==> src/hw/ubl_consts.svh <==
`ifndef UBL_CONSTS_SVH
`define UBL_CONSTS_SVH
`define UBL_MATCH     8'h5a
`define UBL_BAUD_ERR  8'h62
`define UBL_CMD_ERR   8'h63
`define UBL_FRAME_ERR 8'ha1
`define UBL_OVR_ERR   8'ha3
`define UBL_CMD_RAM   8'h60
`define UBL_CMD_FSUM  8'h90
`define UBL_START     8'h3a
`define UBL_REC_DATA  8'h00
`define UBL_REC_EOF   8'h01
`define UBL_REC_EXT   8'h02
`define UBL_EXT_LEN   8'h02
`define UBL_INIT_BAUD 8'h28
`define UBL_VEC_LO    16'hffe0
`define UBL_VEC_HI    16'hffff
`define UBL_FLASH_LO  16'h1000
`define UBL_FLASH_HI  16'hffff
`endif

==> src/hw/ubl_pkg.sv <==
package ubl_pkg;
	typedef enum logic [4:0] {
		S_MATCH = 5'b00000, S_BAUD = 5'b00001, S_CMD = 5'b00010, S_PWA = 5'b00011,
		S_BLANK = 5'b00100, S_PWCNT = 5'b00101, S_PWRX = 5'b00110, S_PWCMP = 5'b00111,
		S_HSTART = 5'b01000, S_HLEN = 5'b01001, S_HAH = 5'b01010, S_HAL = 5'b01011,
		S_HTYPE = 5'b01100, S_HDATA = 5'b01101, S_HCK = 5'b01110, S_FSUM = 5'b01111,
		S_SEND = 5'b10000, S_JUMP = 5'b10001, S_DONE = 5'b10010, S_HALT = 5'b10011
	} ubl_st_t;
	typedef struct packed {
		logic       valid;
		logic       ferr;
		logic       oerr;
		logic [7:0] data;
	} ubl_rx_t;
	typedef struct packed {
		logic        we;
		logic [15:0] addr;
		logic [7:0]  data;
	} ubl_ram_t;
	typedef struct packed {
		ubl_st_t     st;
		ubl_st_t     ret;
		logic        tx_v;
		logic [7:0]  tx_d;
		logic [1:0]  tx_left;
		logic        tx_sum;
		logic [7:0]  baud;
		logic [7:0]  bpend;
		logic        autob;
		logic        halted;
		logic [31:0] pwa;
		logic [1:0]  idx;
		logic [1:0]  ph;
		logic        mem_rd;
		logic [15:0] mem_a;
		logic        b0;
		logic        bf;
		logic [7:0]  cnt;
		logic [7:0]  rxb;
		logic [7:0]  len;
		logic [7:0]  rtype;
		logic [7:0]  ck;
		logic [15:0] sum;
		logic        first;
		logic [15:0] faddr;
		logic        jump;
		ubl_ram_t    ram;
	} ubl_state_t;
endpackage

==> src/hw/ubl_loader.sv <==
`timescale 1ns/1ps
`include "ubl_consts.svh"
module ubl_loader
	import ubl_pkg::*;
#(
	parameter int         NBAUD              = 6,
	parameter logic [7:0] BAUD_CODES [NBAUD] = '{8'h28, 8'h18, 8'h06, 8'h03, 8'h02, 8'h01},
	parameter logic [15:0] FLASH_LO          = `UBL_FLASH_LO
)(
	// Clock, reset, enable
	input  wire logic        clk_i,
	input  wire logic        nrst_i,
	input  wire logic        ce_i,
	// Received bytes
	input  wire ubl_rx_t     rx_i,
	// Transmit handshake
	input  wire logic        tx_ready_i,
	output logic             tx_valid_o,
	output logic [7:0]       tx_data_o,
	// Rate control
	output logic [7:0]       baud_sel_o,
	output logic             autobaud_o,
	// Memory read port
	output logic             mem_rd_o,
	output logic [15:0]      mem_addr_o,
	input  wire logic [7:0]  mem_rdata_i,
	// RAM write port
	output ubl_ram_t         ram_o,
	// Status and jump
	output logic             halted_o,
	output logic             jump_o,
	output logic [15:0]      jump_addr_o
);

	ubl_state_t s_reg;
	ubl_state_t s_next;
	logic [NBAUD-1:0] baud_hit;
	logic rx_ok;
	logic rx_bad;
	logic [7:0] err_code;
	logic [7:0] ck_sum;

	// ------------------------------------------------------------
	// Rate code lookup
	// ------------------------------------------------------------
	for (genvar g = 0; g < NBAUD; g++)
	begin : g_baud
		assign baud_hit[g] = (rx_i.data == BAUD_CODES[g]);
	end

	assign rx_ok    = rx_i.valid && !rx_i.ferr && !rx_i.oerr;
	assign rx_bad   = rx_i.valid && (rx_i.ferr || rx_i.oerr);
	assign err_code = rx_i.ferr ? `UBL_FRAME_ERR : `UBL_OVR_ERR;
	assign ck_sum   = s_reg.ck + rx_i.data;

	function automatic ubl_state_t send(ubl_state_t x, logic [7:0] d, logic [1:0] c, ubl_st_t r, logic sm);
		ubl_state_t y;
		y         = x;
		y.tx_v    = 1'b1;
		y.tx_d    = d;
		y.tx_left = c;
		y.ret     = r;
		y.tx_sum  = sm;
		y.st      = S_SEND;
		return y;
	endfunction

	// ------------------------------------------------------------
	// Next state
	// ------------------------------------------------------------
	always_comb
	begin
		s_next        = s_reg;
		s_next.mem_rd = 1'b0;
		s_next.ram.we = 1'b0;
		s_next.jump   = 1'b0;
		case (s_reg.st)
			S_MATCH:
				if (rx_ok && rx_i.data == `UBL_MATCH)
					s_next = send(s_reg, `UBL_MATCH, 2'd1, S_BAUD, 1'b0);
			S_BAUD:
				if (rx_bad)
					s_next = send(s_reg, err_code, 2'd3, S_HALT, 1'b0);
				else if (rx_ok && |baud_hit)
				begin
					s_next       = send(s_reg, rx_i.data, 2'd1, S_CMD, 1'b0);
					s_next.bpend = rx_i.data;
				end
				else if (rx_ok)
					s_next = send(s_reg, `UBL_BAUD_ERR, 2'd3, S_HALT, 1'b0);
			S_CMD:
				if (rx_bad)
					s_next = send(s_reg, err_code, 2'd3, S_HALT, 1'b0);
				else if (rx_ok && rx_i.data == `UBL_CMD_RAM)
				begin
					s_next       = send(s_reg, rx_i.data, 2'd1, S_PWA, 1'b0);
					s_next.idx   = 2'd0;
					s_next.sum   = 16'h0000;
					s_next.first = 1'b0;
				end
				else if (rx_ok && rx_i.data == `UBL_CMD_FSUM)
				begin
					s_next       = send(s_reg, rx_i.data, 2'd1, S_FSUM, 1'b0);
					s_next.mem_a = FLASH_LO;
					s_next.sum   = 16'h0000;
					s_next.ph    = 2'd0;
				end
				else if (rx_ok)
					s_next = send(s_reg, `UBL_CMD_ERR, 2'd3, S_HALT, 1'b0);
			S_PWA:
				if (rx_bad)
					s_next.st = S_HALT;
				else if (rx_ok)
				begin
					s_next.pwa = {s_reg.pwa[23:0], rx_i.data};
					s_next.idx = s_reg.idx + 2'd1;
					if (s_reg.idx == 2'd3)
					begin
						s_next.st    = S_BLANK;
						s_next.mem_a = `UBL_VEC_LO;
						s_next.b0    = 1'b1;
						s_next.bf    = 1'b1;
						s_next.ph    = 2'd0;
					end
				end
			S_BLANK, S_PWCNT, S_PWCMP, S_FSUM:
				if (s_reg.ph == 2'd0)
				begin
					s_next.mem_rd = 1'b1;
					s_next.ph     = 2'd1;
				end
				else if (s_reg.ph == 2'd1)
					s_next.ph = 2'd2;
				else
				begin
					s_next.ph = 2'd0;
					case (s_reg.st)
						S_BLANK:
						begin
							s_next.b0    = s_reg.b0 && mem_rdata_i == 8'h00;
							s_next.bf    = s_reg.bf && mem_rdata_i == 8'hff;
							s_next.mem_a = s_reg.mem_a + 16'h0001;
							if (s_reg.mem_a == `UBL_VEC_HI)
							begin
								s_next.mem_a = s_reg.pwa[31:16];
								s_next.st    = (s_next.b0 || s_next.bf) ? S_HSTART : S_PWCNT;
							end
						end
						S_PWCNT:
						begin
							s_next.cnt   = mem_rdata_i;
							s_next.mem_a = s_reg.pwa[15:0];
							s_next.st    = (mem_rdata_i == 8'h00) ? S_HSTART : S_PWRX;
						end
						S_PWCMP:
							if (mem_rdata_i != s_reg.rxb)
								s_next.st = S_HALT;
							else
							begin
								s_next.cnt   = s_reg.cnt - 8'd1;
								s_next.mem_a = s_reg.mem_a + 16'h0001;
								s_next.st    = (s_reg.cnt == 8'd1) ? S_HSTART : S_PWRX;
							end
						default:
						begin
							s_next.sum   = s_reg.sum + {8'h00, mem_rdata_i};
							s_next.mem_a = s_reg.mem_a + 16'h0001;
							if (s_reg.mem_a == `UBL_FLASH_HI)
								s_next = send(s_next, s_next.sum[15:8], 2'd2, S_CMD, 1'b1);
						end
					endcase
				end
			S_PWRX:
				if (rx_bad)
					s_next.st = S_HALT;
				else if (rx_ok)
				begin
					s_next.rxb = rx_i.data;
					s_next.st  = S_PWCMP;
				end
			S_HSTART, S_HLEN, S_HAH, S_HAL, S_HTYPE, S_HDATA, S_HCK:
				if (rx_bad)
					s_next.st = S_HALT;
				else if (rx_ok)
				begin
					s_next.ck = ck_sum;
					case (s_reg.st)
						S_HSTART:
						begin
							s_next.ck = 8'h00;
							if (rx_i.data == `UBL_START)
								s_next.st = S_HLEN;
						end
						S_HLEN:
						begin
							s_next.len = rx_i.data;
							s_next.st  = S_HAH;
						end
						S_HAH:
						begin
							s_next.mem_a[15:8] = rx_i.data;
							s_next.st          = S_HAL;
						end
						S_HAL:
						begin
							s_next.mem_a[7:0] = rx_i.data;
							s_next.st         = S_HTYPE;
						end
						S_HTYPE:
						begin
							s_next.rtype = rx_i.data;
							if (rx_i.data > `UBL_REC_EXT || (rx_i.data == `UBL_REC_EXT && s_reg.len != `UBL_EXT_LEN))
								s_next.st = S_HALT;
							else
								s_next.st = (s_reg.len == 8'h00) ? S_HCK : S_HDATA;
						end
						S_HDATA:
						begin
							if (s_reg.rtype == `UBL_REC_DATA)
							begin
								s_next.ram = '{we: 1'b1, addr: s_reg.mem_a, data: rx_i.data};
								s_next.sum = s_reg.sum + {8'h00, rx_i.data};
								if (!s_reg.first)
								begin
									s_next.first = 1'b1;
									s_next.faddr = s_reg.mem_a;
								end
							end
							s_next.mem_a = s_reg.mem_a + 16'h0001;
							s_next.len   = s_reg.len - 8'd1;
							if (s_reg.len == 8'd1)
								s_next.st = S_HCK;
						end
						default:
							if (ck_sum != 8'h00)
								s_next.st = S_HALT;
							else if (s_reg.rtype == `UBL_REC_EOF)
								s_next = send(s_next, s_reg.sum[15:8], 2'd2, S_JUMP, 1'b1);
							else
								s_next.st = S_HSTART;
					endcase
				end
			S_SEND:
				if (tx_ready_i)
				begin
					s_next.tx_left = s_reg.tx_left - 2'd1;
					if (s_reg.tx_sum)
						s_next.tx_d = s_reg.sum[7:0];
					if (s_reg.tx_left == 2'd1)
					begin
						s_next.tx_v = 1'b0;
						s_next.st   = s_reg.ret;
						if (s_reg.ret == S_CMD)
							s_next.baud = s_reg.bpend;
					end
				end
			S_JUMP:
			begin
				s_next.jump = 1'b1;
				s_next.st   = S_DONE;
			end
			default:
				s_next.st = s_reg.st;
		endcase
		s_next.autob  = (s_next.st == S_MATCH);
		s_next.halted = (s_next.st == S_HALT);
	end

	always_ff @(posedge clk_i or negedge nrst_i)
	begin
		if (!nrst_i)
		begin
			s_reg        <= '0;
			s_reg.st     <= S_MATCH;
			s_reg.ret    <= S_MATCH;
			s_reg.autob  <= 1'b1;
			s_reg.baud   <= `UBL_INIT_BAUD;
			s_reg.bpend  <= `UBL_INIT_BAUD;
		end
		else if (ce_i)
			s_reg <= s_next;
	end

	assign tx_valid_o  = s_reg.tx_v;
	assign tx_data_o   = s_reg.tx_d;
	assign baud_sel_o  = s_reg.baud;
	assign autobaud_o  = s_reg.autob;
	assign mem_rd_o    = s_reg.mem_rd;
	assign mem_addr_o  = s_reg.mem_a;
	assign ram_o       = s_reg.ram;
	assign halted_o    = s_reg.halted;
	assign jump_o      = s_reg.jump;
	assign jump_addr_o = s_reg.faddr;
endmodule

==> config.mk <==
export PLATFORM = sky130hd
export DESIGN_NAME = ubl_loader
export DESIGN_NICKNAME = d
export VERILOG_FILES = /design/src/hw/ubl_pkg.sv /design/src/hw/ubl_loader.sv
export VERILOG_INCLUDE_DIRS = /design/src /design/src/hw
export SDC_FILE = /design/constraint.sdc
export NUM_CORES = 1
export LEC_CHECK = 0
export ABC_AREA = 1
export CAP_MARGIN = 20
export CORE_MARGIN = 4
export CORE_UTILIZATION = 41
export CTS_BUF_LIST = sky130_fd_sc_hd__clkbuf_8
export CTS_CLUSTER_SIZE = 8
export DETAILED_ROUTE_END_ITERATION = 12
export DONT_BUFFER_PORTS = 1
export PLACE_DENSITY = 0.58
export SETUP_SLACK_MARGIN = 0.2
export SLEW_MARGIN = 5
export SYNTH_ARGS = -nofsm -noshare
export SYNTH_HDL_FRONTEND = slang
export SYNTH_SLANG_ARGS = --single-unit
==> constraint.sdc <==
create_clock -name clk_i -period 3.4 [get_ports clk_i]
set_input_delay 0.51 -clock clk_i [delete_from_list [all_inputs] [get_ports clk_i]]
set_output_delay 0.51 -clock clk_i [all_outputs]
set_load 0.01 [all_outputs]
Word-level counts from Yosys, hierarchy flattened
Index checks and enable logic that the tools add are counted.
- add/subtract/negate cells: 8
- multiply operators: 0
- divide/modulo/power cells: 0
- magnitude comparators: 1
- eq/ne operators: 79
- shifts and indexed selects: 0
- mux-type cells: 94
- bitwise operators: 13
- reductions and logical operators: 66
- operators with widths (cell ; count):
    two-way mux 194 bit ; 14
    two-way mux 189 bit ; 3
    one-hot mux 57 bit (5 select lines) ; 1
    one-hot mux 36 bit (6 select lines) ; 1
    two-way mux 74 bit ; 2
    two-way mux 72 bit ; 2
    one-hot mux 25 bit (5 select lines) ; 1
    two-way mux 118 bit ; 1
    two-way mux 117 bit ; 1
    one-hot mux 18 bit (6 select lines) ; 1
    one-hot mux 8 bit (3 select lines) ; 4
    one-hot mux 8 bit (6 select lines) ; 2
    two-way mux 91 bit ; 1
    two-way mux 5 bit ; 15
    two-way mux 18 bit ; 4
    two-way mux 36 bit ; 2
    inequality test 2 bit, second input constant ; 33
    one-hot mux 11 bit (6 select lines) ; 1
    one-hot mux 33 bit (2 select lines) ; 1
    two-way mux 8 bit ; 7
    one-hot mux 10 bit (5 select lines) ; 1
    one-hot mux 25 bit (2 select lines) ; 1
    two-way mux 16 bit ; 3
    one-hot mux 16 bit (3 select lines) ; 1
    72 further kinds ; 158
- register bits: 194
- latch bits: 0
- memory bits (writable): 0
- memory bits (read-only): 0
- bits of input ports: 23
- output and inout bits: 78
- word-level logic and storage cells: 291
- memories kept: 0

Depth between registers and ports, before layout
Gate-level depths: netlist of the first run.
- word-level depth: 11
- depth in mapped cells: 21
- depth with buffers taken out: 19

Worst setup path before layout of the first run
Ideal clock, no wire load.
- path kind: input to register
- start point: in rx_i[0] in the netlist's numbering
- end point: reg s_reg, in the netlist tx_data_o[3]
- setup time: 0.132 ns
- arrival: 2.295 ns
- data required time: 3.268 ns
- setup slack: 0.973 ns
- cell stages on the path: 12
- buffers on the path: 0
- cells stage by stage: ha_1 -> inv_1 -> fa_1 -> nand2_1 -> nor2_1 -> nand3_1 -> nor2_1 -> nand4_1 -> a21oi_2 -> nand4_4 -> nor2_2 -> a22oi_1
- word-level cells in the longest chain between the ends: 6
- elaborated cells between the ends (all ways): 27
- classes of those cells: 1 x add/sub; 13 x eq/ne; 6 x mux; 7 x reduce/logical
- ends and longest elaborated chain (item ; line ; source):
    from (decl) ; ubl_loader.sv:15 ; input wire ubl_rx_t rx_i,
    parallel branches: the longest is 6 deep, another holds adder 8 bit ; -- ;
    to (signal assigned) ; ubl_loader.sv:281 ; s_reg <= s_next;
    to (decl) ; ubl_loader.sv:35 ; ubl_state_t s_reg;
Several ways; the timed one is not identified. The select of a mux whose other input is x is not followed.
A chain may end at the register's enable or synchronous reset.

Final worst setup path of the first run
- start point: reg s_reg[59] in the netlist's numbering
- end point: reg s_reg[187] in the netlist's numbering
- word-level cells in the longest chain between the ends: 4
- ends and longest elaborated chain (item ; line ; source):
    adder 8 bit ; ubl_loader.sv:54 ; assign ck_sum = s_reg.ck + rx_i.data;
    nonzero test 8 bit ; ubl_loader.sv:235 ; if (ck_sum != 8'h00)
    inequality test 2 bit (no source line) ; -- ;
    AND reduction 14 bit (no source line) ; -- ;
No other way between the ends.

==> results of run 1 <==
[final timing paths]
path | endpoint | start | slack (ns)
min reg2reg | s_reg[162] | s_reg[162] | 0.48
max reg2reg | s_reg[187] | s_reg[59] | 0.44
min in group clk_i | s_reg[189] | ce_i | 0.08
min | ram_o[11] | nrst_i | -0.31
max | s_reg[187] | s_reg[59] | 0.44
max in group asynchronous | autobaud_o | nrst_i | 3.39
[cell type report]
class,instances,area share
multi-input combinational,1237,0.4806
sequential,193,0.3695
inverter,199,0.05706
tap,396,0.03785
timing repair buffer,39,0.02236
clock buffer,17,0.01787
clock inverter,15,0.01472
[stage by stage]
| stage | utilization | hold WS [ns] |
|---|---|---|
| final | 0.4291 | -0.3124 |
| after global routing | 0.4291 | -0.3530 |
| after CTS | 0.4290 | -0.3615 |
| after detailed placement | 0.4150 | 0.2241 |
| after global placement | 0.4150 | 0.2243 |
| after floorplan | - | 0.2144 |
[worst max-delay path: stages, from the launching register on]
cell and delay (ns):
dfrtp_1 0.38, ha_1 0.20, inv_1 0.07, fa_1 0.51
nand2_1 0.07, nor2_1 0.12, nand3_1 0.08, nor2_1 0.09
nand4_1 0.27, a21oi_2 0.39, nand2_2 0.22, nor2_2 0.31
o21bai_1 0.17
[cells by family after synthesis]
logic type / after synthesis / share of synthesized area
adder cells (fa/ha/maj): 35 / 0.03637
AND/OR/NAND/NOR: 805 / 0.2699
flip-flops: 193 / 0.3820
multiplexers: 12 / 0.01057
XOR/XNOR: 36 / 0.02490
AO/OA/AOI/OAI: 349 / 0.1547
buffers and inverters: 325 / 0.1217
[power breakdown]
part | switching (µW) | internal, µW
Sequential | 415 | 2650
Combinational | 1650 | 781
Clock | 992 | 627
[timing repair]
action | 4_1_cts | 5_1_grt
endpoints found under the setup margin | 0 | 10
hold endpoints to repair | 193 | 193
setup buffers | 0 | 0
gates resized for setup | 0 | 2
[metal layers]
metal,global-route usage,up-vias
met5,0,-
met4,0.08696,0
met3,0.05006,77
met2,0.4029,411
met1,0.3083,5373
li1,-,5563
[synth_stat cells, types with 17 or more instances]
| cell type | instances | area, µm² |
|---|---|---|
| a21oi_1 | 76 | 380.4 |
| buf_2 | 25 | 125.1 |
| buf_4 | 77 | 578.1 |
| clkbuf_1 | 24 | 90.09 |
| dfrtp_1 | 188 | 4705 |
| ha_1 | 32 | 400.4 |
| inv_1 | 185 | 694.4 |
| nand2_1 | 486 | 1824 |
| nand3_1 | 86 | 430.4 |
| nand4_1 | 33 | 206.5 |
| nor2_1 | 130 | 488.0 |
| nor3_1 | 34 | 170.2 |
| o21ai_0 | 167 | 835.8 |
| o22ai_1 | 17 | 106.4 |
| o31ai_1 | 21 | 157.7 |
| xor2_1 | 25 | 219.0 |
==> results by group, run 1 <==
Pwr
  – Pwr Density: 543.6 nW/µm²
  – Static leakage: 0.006354 µW
  – Total power: 7117 µW
  – VDD IR-drop max: 0.3390 mV

Route
  – DR WL met3: 2.879 mm
  – Wire length on met2: 18.99 mm
  – Total routed wirelength: 40.51 mm
  – Max Used Layer: met4
  – Final ANT Viol Nets: 0
  – Met1 Wirelength: 17.30 mm
  – Final routed DRC violation total: 0
  – Via-to-Cell Ratio: 5.450
  – Drt pass-1 iters: 6
  – DR iter-0 viols: 954
  – WL per Instance: 19.33 µm
  – Via count: 11,420

Placed design
  – GPL Wtd Cong: 1.015
  – HPWL Detailed: 30.72 mm
  – Placed insts: 2,064
  – Port bufs: 0
  – Cell Area, Placed: 12,660 µm²
  – Pre-CTS setup slack: 0.2476 ns

GRT
  – Vias in the first global route: 11,040
  – Global-route wire length before repair: 63.02 mm
  – Pin count of the biggest net entering global routing: 194
  – All-Layer GR Usage: 0.2403
  – Total grt overflow: 0
  – Initial antenna violation count: 0

Timing
  – Post-route setup TNS: 0 ns
  – Fmax: 0.3379 GHz
  – Final clock skew: 0.01697 ns
  – Endpoints failing hold: 193
  – Final setup violation count: 0
  – Relative slew slack: 0.5690
  – Max-slew violations: 0
  – Worst-margin pin slew: 0.6447 ns
  – Tcrit/Tclk final: 0.8704
  – Fin Hold WS: -0.3124 ns
  – Setup WS post-layout: 0.4408 ns
  – Minimum clock period: 2.959 ns
  – RSZ-0062 raised after global routing: false

Clock tree
  – Max Root-Sink Buffers: 2
  – CTS Buf Count: 17
  – Clk root buf: clkbuf_8
  – H-Tree Depth: 4
  – Clk sinks: 193
  – TritonCTS clock tree: yes
  – Clock slew at reported path FFs: 0.11 ns
  – Clock Latency Late Sink: 0.52 ns

Setup path
  – Reg2Reg Depth: 12
  – Required time of the critical path: 3.85 ns
  – Startpoint Class: register
  – Setup CP Type: reg -> reg
  – Worst Path Arrival: 3.40 ns
  – CP Max Fanout: 10
  – CP endpoint kind: register

Cells and area
  – Fin area: 13,090 µm²
  – Multi-input gate area: 6292 µm²
  – Fill count: 3,151
  – NumNets Final: 1,745
  – ANT cells: 0
  – Area Growth Syn to Fin: 3.399%
  – Most frequent cells in the layout: nand2_1 (486), dfrtp_1 (187), inv_1 (185)
  – Commonest non-fill, non-tap cell in the layout: nand2_1
  – Max reg flops: 115
  – Sequential Area: 4837 µm²
  – Share of cells above drive strength 1: 0.07824
  – Non-filler cells in the finished layout: 2,096

Run status
  – Failing checks: negative hold slack
  – Status: complete, but fails checks

Yosys
  – Yosys warnings: 0
  – Synth Flop Type: dfrtp_1
  – Synth Cell Area: 12,660 µm²
  – Ys async rst share: 1.000
  – Syn Inst Count: 1,755
  – Post-synth EDFFs: 0
  – FF+latch count, synth: 193
  – Post-Syn Area per Cell: 7.214 µm²
  – Cell variety after synth: 52
  – Mapped Nets: 1,813
  – Sequential area share after synthesis: 0.3820

Die
  – Num ports: 101
  – Num rows: 64
  – Die ar.: 33,750 µm²
  – Starting Density: 0.4150
  – Die width: 183.7 µm
  – Die Y: 183.7 µm
  – Core area: 30,510 µm²

Job
  – Number of max-cap violations: 0

Min path
  – Min-Delay Path Class: in -> async
Power figures use the tool's default switching activity.
==> inputs of run 2 (changes only) <==
--- a/config.mk
+++ b/config.mk
@@ -14,7 +14,7 @@
 export CTS_CLUSTER_SIZE = 8
 export DETAILED_ROUTE_END_ITERATION = 12
 export DONT_BUFFER_PORTS = 1
-export PLACE_DENSITY = 0.58
+export PLACE_DENSITY = 0.6
 export SETUP_SLACK_MARGIN = 0.2
 export SLEW_MARGIN = 5
 export SYNTH_ARGS = -nofsm -noshare
==> constraint.sdc (replaced) <==
create_clock -name clk_i -period 2.6 [get_ports clk_i]
set_input_delay 0.39 -clock clk_i [delete_from_list [all_inputs] [get_ports clk_i]]
set_output_delay 0.39 -clock clk_i [all_outputs]
set_load 0.01 [all_outputs]
==> results by group, run 2 (same netlist as run 1, synthesis figures left out) <==
Clock tree
  – Clk sinks: 193 (unchanged)
  – Clock Latency Late Sink: 0.53 ns (about the same)
  – Clock slew at reported path FFs: 0.11 ns (about the same)
  – Clk root buf: clkbuf_8
  – CTS Hold Buffers Added: 4
  – Max Root-Sink Buffers: 2 (unchanged)
  – H-Tree Depth: 4 (unchanged)
  – TritonCTS clock tree: yes
  – CTS Buf Count: 17 (unchanged)

Route
  – Final ANT Viol Nets: 0 (unchanged)
  – WL per Instance: 18.75 µm (-3.0%)
  – Via count: 12,000 (+5.0%)
  – Drt pass-1 iters: 8 (+2)
  – DR iter-0 viols: 1,130 (+18%)
  – Final routed DRC violation total: 0 (unchanged)
  – Total routed wirelength: 40.89 mm (+0.94%)
  – Via-to-Cell Ratio: 5.501 (+0.92%)

Timing
  – Minimum clock period: 2.599 ns (-0.3603 ns)
  – Endpoints failing hold: 193 (unchanged)
  – Max-slew violations: 0 (unchanged)
  – Final setup violation count: 0 (unchanged)
  – RSZ-0062 raised after global routing: true
  – Fmax: 0.3848 GHz (+14%)
  – Final clock skew: 0.02403 ns (+0.007060 ns)
  – Relative slew slack: 0.6606 (+0.09167)
  – Fin Hold WS: -0.4403 ns (-0.1278 ns)
  – Tcrit/Tclk final: 0.9996 (+0.1292)
  – Worst-margin pin slew: 0.5090 ns (-0.1357 ns)
  – Post-route setup TNS: 0 ns (unchanged)

Placed design
  – Port bufs: 0 (unchanged)
  – HPWL Detailed: 30.91 mm (+0.62%)
  – Placed insts: 2,130 (+3.2%)
  – GPL Wtd Cong: 0.9790 (-3.6%)

GRT
  – All-Layer GR Usage: 0.2397 (-0.0006204)
  – Initial antenna violation count: 0 (unchanged)
  – M1 GR Usage: 0.3207 (+0.01237)
  – Layer with the highest usage: met2
  – Pin count of the biggest net entering global routing: 194 (unchanged)
  – Met2 Resource Use GR: 0.3926 (-0.01030)
  – Total grt overflow: 0 (unchanged)
  – Vias in the first global route: 11,210 (+1.5%)
  – Global-route wire length before repair: 63.45 mm (+0.68%)
  – Met3 Use GR: 0.04412 (-0.005936)

Die
  – Num ports: 101 (unchanged)
  – Die ar.: 33,750 µm² (unchanged)
  – Num rows: 64 (unchanged)
  – Core area: 30,510 µm² (unchanged)
  – Starting Density: 0.4150 (unchanged)
  – Die Y: 183.7 µm (unchanged)
  – Die width: 183.7 µm (unchanged)

Setup path
  – Reg2Reg Depth: 12 (unchanged)
  – CP Max Fanout: 4 (-6)
  – Setup CP Type: reg -> reg
  – Startpoint Class: register
  – R2r startpoint: s_reg[59]
  – R2R setup slack: 0.001 ns (-0.44 ns)
  – Worst Path Arrival: 3.04 ns (-0.36 ns)
  – Required time of the critical path: 3.04 ns (-0.81 ns)
  – Reg2Reg Capture Point: tx_data_o[6]
  – CP endpoint kind: register

Job
  – Number of max-cap violations: 0 (unchanged)

Pwr
  – Pwr Density: 697.8 nW/µm² (+28%)
  – Static leakage: 0.006844 µW (+7.7%)
  – VDD IR-drop max: 0.3897 mV (+15%)
  – Total power: 9904 µW (+39%)

Run status
  – Failing checks: negative hold slack
  – Status: complete, but fails checks

Min path
  – Min-Delay Path Class: in -> async

Cells and area
  – Area Growth Syn to Fin: 12.11%
  – Share of cells above drive strength 1: 0.1602 (+0.08199)
  – Max reg flops: 115 (unchanged)
  – ANT cells: 0 (unchanged)
  – Non-filler cells in the finished layout: 2,181 (+4.1%)
  – Most frequent cells in the layout: nand2_1 (463), dfrtp_1 (182), inv_1 (179)
  – NumNets Final: 1,830 (+4.9%)
  – Commonest non-fill, non-tap cell in the layout: nand2_1
run 2: stage by stage:
stage	setup WS [ns]	hold WS [ns]	area (µm²)	util
floorplan	0.2931	0.09441	12660	-
global placement	-0.008047	0.1017	13240	0.4341
detailed placement	-0.1017	0.1011	13240	0.4341
CTS	0.009079	-0.4818	13810	0.4526
global route	-0.1299	-0.4715	14190	0.4652
finish	0.001114	-0.4403	14190	0.4652
run 2: worst max path at each step:
stage               start           end  slack (ns)  cells past startpoint
2_1_floorplan     rx_i[0]  tx_data_o[3]        0.29                     12
3_3_place_gp   s_reg[192]  tx_data_o[1]      -0.008                     11
3_5_place_dp      rx_i[0]  tx_data_o[3]       -0.10                     12
4_1_cts         s_reg[59]  tx_data_o[3]       0.009                     12
5_1_grt         s_reg[59]  tx_data_o[0]       -0.13                     13
6_report        s_reg[59]  tx_data_o[6]       0.001                     12
run 2: area by class of cell:
class / count / area, µm²
Fill cell: 3104 / 16320
Multi-Input combinational cell: 1238 / 6653
Sequential cell: 193 / 4843
Timing Repair Buffer: 123 / 1045
Inverter: 199 / 757.0
Tap cell: 396 / 495.5
Clock buffer: 17 / 234.0
Clock inverter: 15 / 166.4
run 2: worst max-delay path: stages, from the launching register on:
cell	delay, ns
dfrtp_1	0.37
ha_2	0.19
inv_2	0.04
fa_1	0.50
nand2_1	0.06
nor2_1	0.12
nand3_1	0.08
nor2_1	0.10
nand4_1	0.22
a21oi_4	0.30
nand4_4	0.18
buf_12	0.18
a22oi_2	0.16
run 2: layer usage:
metal | vias to the layer above | part of all wire
met2 | 481 | 0.47
met3 | 93 | 0.071
met4 | 0 | 0.034
met1 | 5662 | 0.43
li1 | 5761 | -
met5 | - | 0
run 2: timing repair:
item | 4_1_cts | 5_1_grt
gates resized for setup | 28 | 84
cloned | 1 | 0
endpoints found under the hold margin | 201 | 193
pin swaps | 10 | 16
setup buffers | 3 | 11
setup endpoints to repair | 78 | 94
run 2: power by group:
group          leakage [µW]  internal, µW  total [µW]  switching, µW
sequential          0.00250          3470        3940            462
clock              0.000200           726        2020           1290
combinational       0.00414          1460        3950           2490
==> inputs of run 3 (changes only) <==
--- a/config.mk
+++ b/config.mk
@@ -8,13 +8,15 @@
 export LEC_CHECK = 0
 export ABC_AREA = 1
 export CAP_MARGIN = 20
+export CELL_PAD_IN_SITES_DETAIL_PLACEMENT = 0
+export CELL_PAD_IN_SITES_GLOBAL_PLACEMENT = 2
 export CORE_MARGIN = 4
-export CORE_UTILIZATION = 41
+export CORE_UTILIZATION = 35
 export CTS_BUF_LIST = sky130_fd_sc_hd__clkbuf_8
 export CTS_CLUSTER_SIZE = 8
 export DETAILED_ROUTE_END_ITERATION = 12
 export DONT_BUFFER_PORTS = 1
-export PLACE_DENSITY = 0.6
+export PLACE_DENSITY = 0.82
 export SETUP_SLACK_MARGIN = 0.2
 export SLEW_MARGIN = 5
 export SYNTH_ARGS = -nofsm -noshare
==> results by group, run 3 (same netlist as run 1, synthesis figures left out) <==
Run status
  – Status: complete, but fails checks
  – Failing checks: negative hold slack

Pwr
  – Combinational group share of total power: 0.397 (-0.002)
  – VDD IR-drop max: 0.5547 mV (+42%)
  – Clock network power share: 0.214 (+0.010)
  – Sw frac: 0.4368 (+0.007962)
  – Total power: 10,160 µW (+2.6%)
  – Sequential Power Share: 0.389 (-0.008)
  – Cell Int Power: 5724 µW (+1.2%)
  – Pwr Density: 702.2 nW/µm² (+0.63%)
  – Static leakage: 0.006930 µW (+1.3%)
  – Switching power: 4440 µW (+4.5%)

Timing
  – Final setup violation count: 0 (unchanged)
  – Final clock skew: 0.01698 ns (-0.007048 ns)
  – Fin Hold WS: -0.4406 ns (-0.0003740 ns)
  – Worst-margin pin slew: 0.5955 ns (+0.08644 ns)
  – RSZ-0062 raised after global routing: true
  – Tcrit/Tclk final: 0.9888 (-0.01077)
  – Endpoints failing hold: 193 (unchanged)
  – Max-slew violations: 0 (unchanged)
  – Setup WS post-layout: 0.02911 ns (+0.02800 ns)
  – Post-route setup TNS: 0 ns (unchanged)
  – Relative slew slack: 0.6004 (-0.06029)
  – Fmax: 0.3890 GHz (+1.1%)
  – Minimum clock period: 2.571 ns (-0.02800 ns)

Setup path
  – Startpoint Class: register
  – R2r startpoint: s_reg[59]
  – CP endpoint: tx_data_o[4]
  – Worst Path Arrival: 2.96 ns (-0.08 ns)
  – CP Max Fanout: 6 (+2)
  – Crit. Startpoint: s_reg[59]
  – Reg2Reg Capture Point: tx_data_o[4]
  – Reg2Reg Depth: 12 (unchanged)
  – R2R setup slack: 0.03 ns (+0.03 ns)
  – Setup CP Type: reg -> reg
  – CP endpoint kind: register
  – Required time of the critical path: 2.99 ns (-0.05 ns)

Route
  – Via-to-Cell Ratio: 5.228 (-5.0%)
  – WL per Instance: 19.58 µm (+4.4%)
  – Final ANT Viol Nets: 0 (unchanged)
  – Final routed DRC violation total: 0 (unchanged)
  – Drt pass-1 iters: 5 (-3)
  – Total routed wirelength: 44.31 mm (+8.4%)
  – DR iter-0 viols: 925 (-18%)
  – Via count: 11,830 (-1.4%)

Clock tree
  – TritonCTS clock tree: yes
  – Clock slew at reported path FFs: 0.12 ns (about the same)
  – CTS Buf Count: 17 (unchanged)
  – H-Tree Depth: 4 (unchanged)
  – Clk sinks: 193 (unchanged)
  – Clk root buf: clkbuf_8
  – CTS Hold Buffers Added: 4 (unchanged)
  – Clock Latency Late Sink: 0.52 ns (about the same)
  – Max Root-Sink Buffers: 2 (unchanged)

Placed design
  – HPWL Detailed: 33.46 mm (+8.2%)
  – Port bufs: 0 (unchanged)
  – Pre-CTS setup slack: 0.02203 ns (+0.1238 ns)
  – GPL Wtd Cong: 0.9107 (-7.0%)

Die
  – Die ar.: 39,280 µm² (+16%)
  – Num ports: 101 (unchanged)
  – Starting Density: 0.3551 (-0.05990)
  – Die width: 198.2 µm (+7.9%)
  – Num rows: 69 (+7.8%)
  – Core area: 35,660 µm² (+17%)
  – Die Y: 198.2 µm (+7.9%)

Cells and area
  – ANT cells: 0 (unchanged)
  – Area Growth Syn to Fin: 14.33%
  – Most frequent cells in the layout: nand2_1 (457), dfrtp_1 (183), inv_1 (179)
  – NumNets Final: 1,847 (+0.93%)
  – Share of cells above drive strength 1: 0.1715 (+0.01125)
  – Max reg flops: 115 (unchanged)
  – Commonest non-fill, non-tap cell in the layout: nand2_1

GRT
  – Global-route wire length before repair: 68.62 mm (+8.2%)
  – All-Layer GR Usage: 0.2274 (-0.01232)
  – Pin count of the biggest net entering global routing: 194 (unchanged)
  – Vias in the first global route: 11,630 (+3.7%)
  – Initial antenna violation count: 1 (+1)
  – Total grt overflow: 0 (unchanged)

Job
  – Number of max-cap violations: 0 (unchanged)

Min path
  – Min-Delay Path Class: in -> async
run 3: changes by cell type in the layout (fill, tap and decap cells not counted), sizes merged:
cell	change
inv	-4
clkinvlp	+1
nand4	-1
buf	+17
clkbuf	+1
clkinv	+3
run 3: worst min-delay path by stage:
stage | from | to | cells after the start
after floorplan | nrst_i | baud_sel_o[0] | 0
after global placement | nrst_i | ram_o[23] | 0
after detailed placement | nrst_i | ram_o[1] | 0
after CTS | nrst_i | s_reg[91] | 0
after global routing | nrst_i | ram_o[12] | 0
final | nrst_i | ram_o[12] | 0
run 3: metal layers:
layer | part of all wire | global-route usage | routed length, µm | vias up
met2 | 0.48 | 0.3838 | 21190 | 334
li1 | - | - | - | 5758
met5 | 0 | 0 | 0 | -
met4 | 0.032 | 0.08085 | 1423 | 0
met1 | 0.44 | 0.2979 | 19510 | 5670
met3 | 0.049 | 0.03352 | 2190 | 69
run 3: timing repair:
item	in CTS	in global routing
endpoints found under the setup margin	80	119
resized for setup	44	92
cloned	1	0
pin swaps	15	19
setup buffers	2	28
hold endpoints to repair	201	193
run 3: worst max-delay path, stage by stage, from the launching register on:
cell and delay [ns]:
dfrtp_1 0.37, ha_2 0.19, inv_2 0.04, fa_1 0.50, nand2_1 0.06, nor2_1 0.11, nand3_1 0.10, nor2_1 0.09
nand4_1 0.21, a21oi_2 0.32, nand4_4 0.20, nor2_4 0.19, a22oi_1 0.08
run 3: area by class of cell:
| type | count | area [µm²] |
|---|---|---|
| clock inverter | 15 | 207.7 |
| tap | 461 | 576.8 |
| clock buffer | 17 | 234.0 |
| multi-input combinational | 1237 | 6668 |
| inverter | 199 | 773.2 |
| timing repair buffer | 141 | 1174 |
| sequential | 193 | 4842 |
| fill | 3768 | 21180 |
run 3: power groups by stage:
stage                     logic (µW)  clock network [µW]  registers, µW
after global placement          3620                   0           3990
after CTS                       3770                2240           3940
after global routing            4530                2350           4010
after detailed placement        3620                   0           3990
after floorplan                 2580                   0           3810
final                           4040                2170           3950
run 3: through the flow:
| step | instances | instance area (µm²) | util |
|---|---|---|---|
| after floorplan | 1755 | 12660 | - |
| after global placement | 2196 | 13300 | 0.3730 |
| after detailed placement | 2196 | 13300 | 0.3730 |
| after CTS | 2235 | 13920 | 0.3905 |
| after global routing | 2263 | 14480 | 0.4060 |
| final | 2263 | 14480 | 0.4060 |
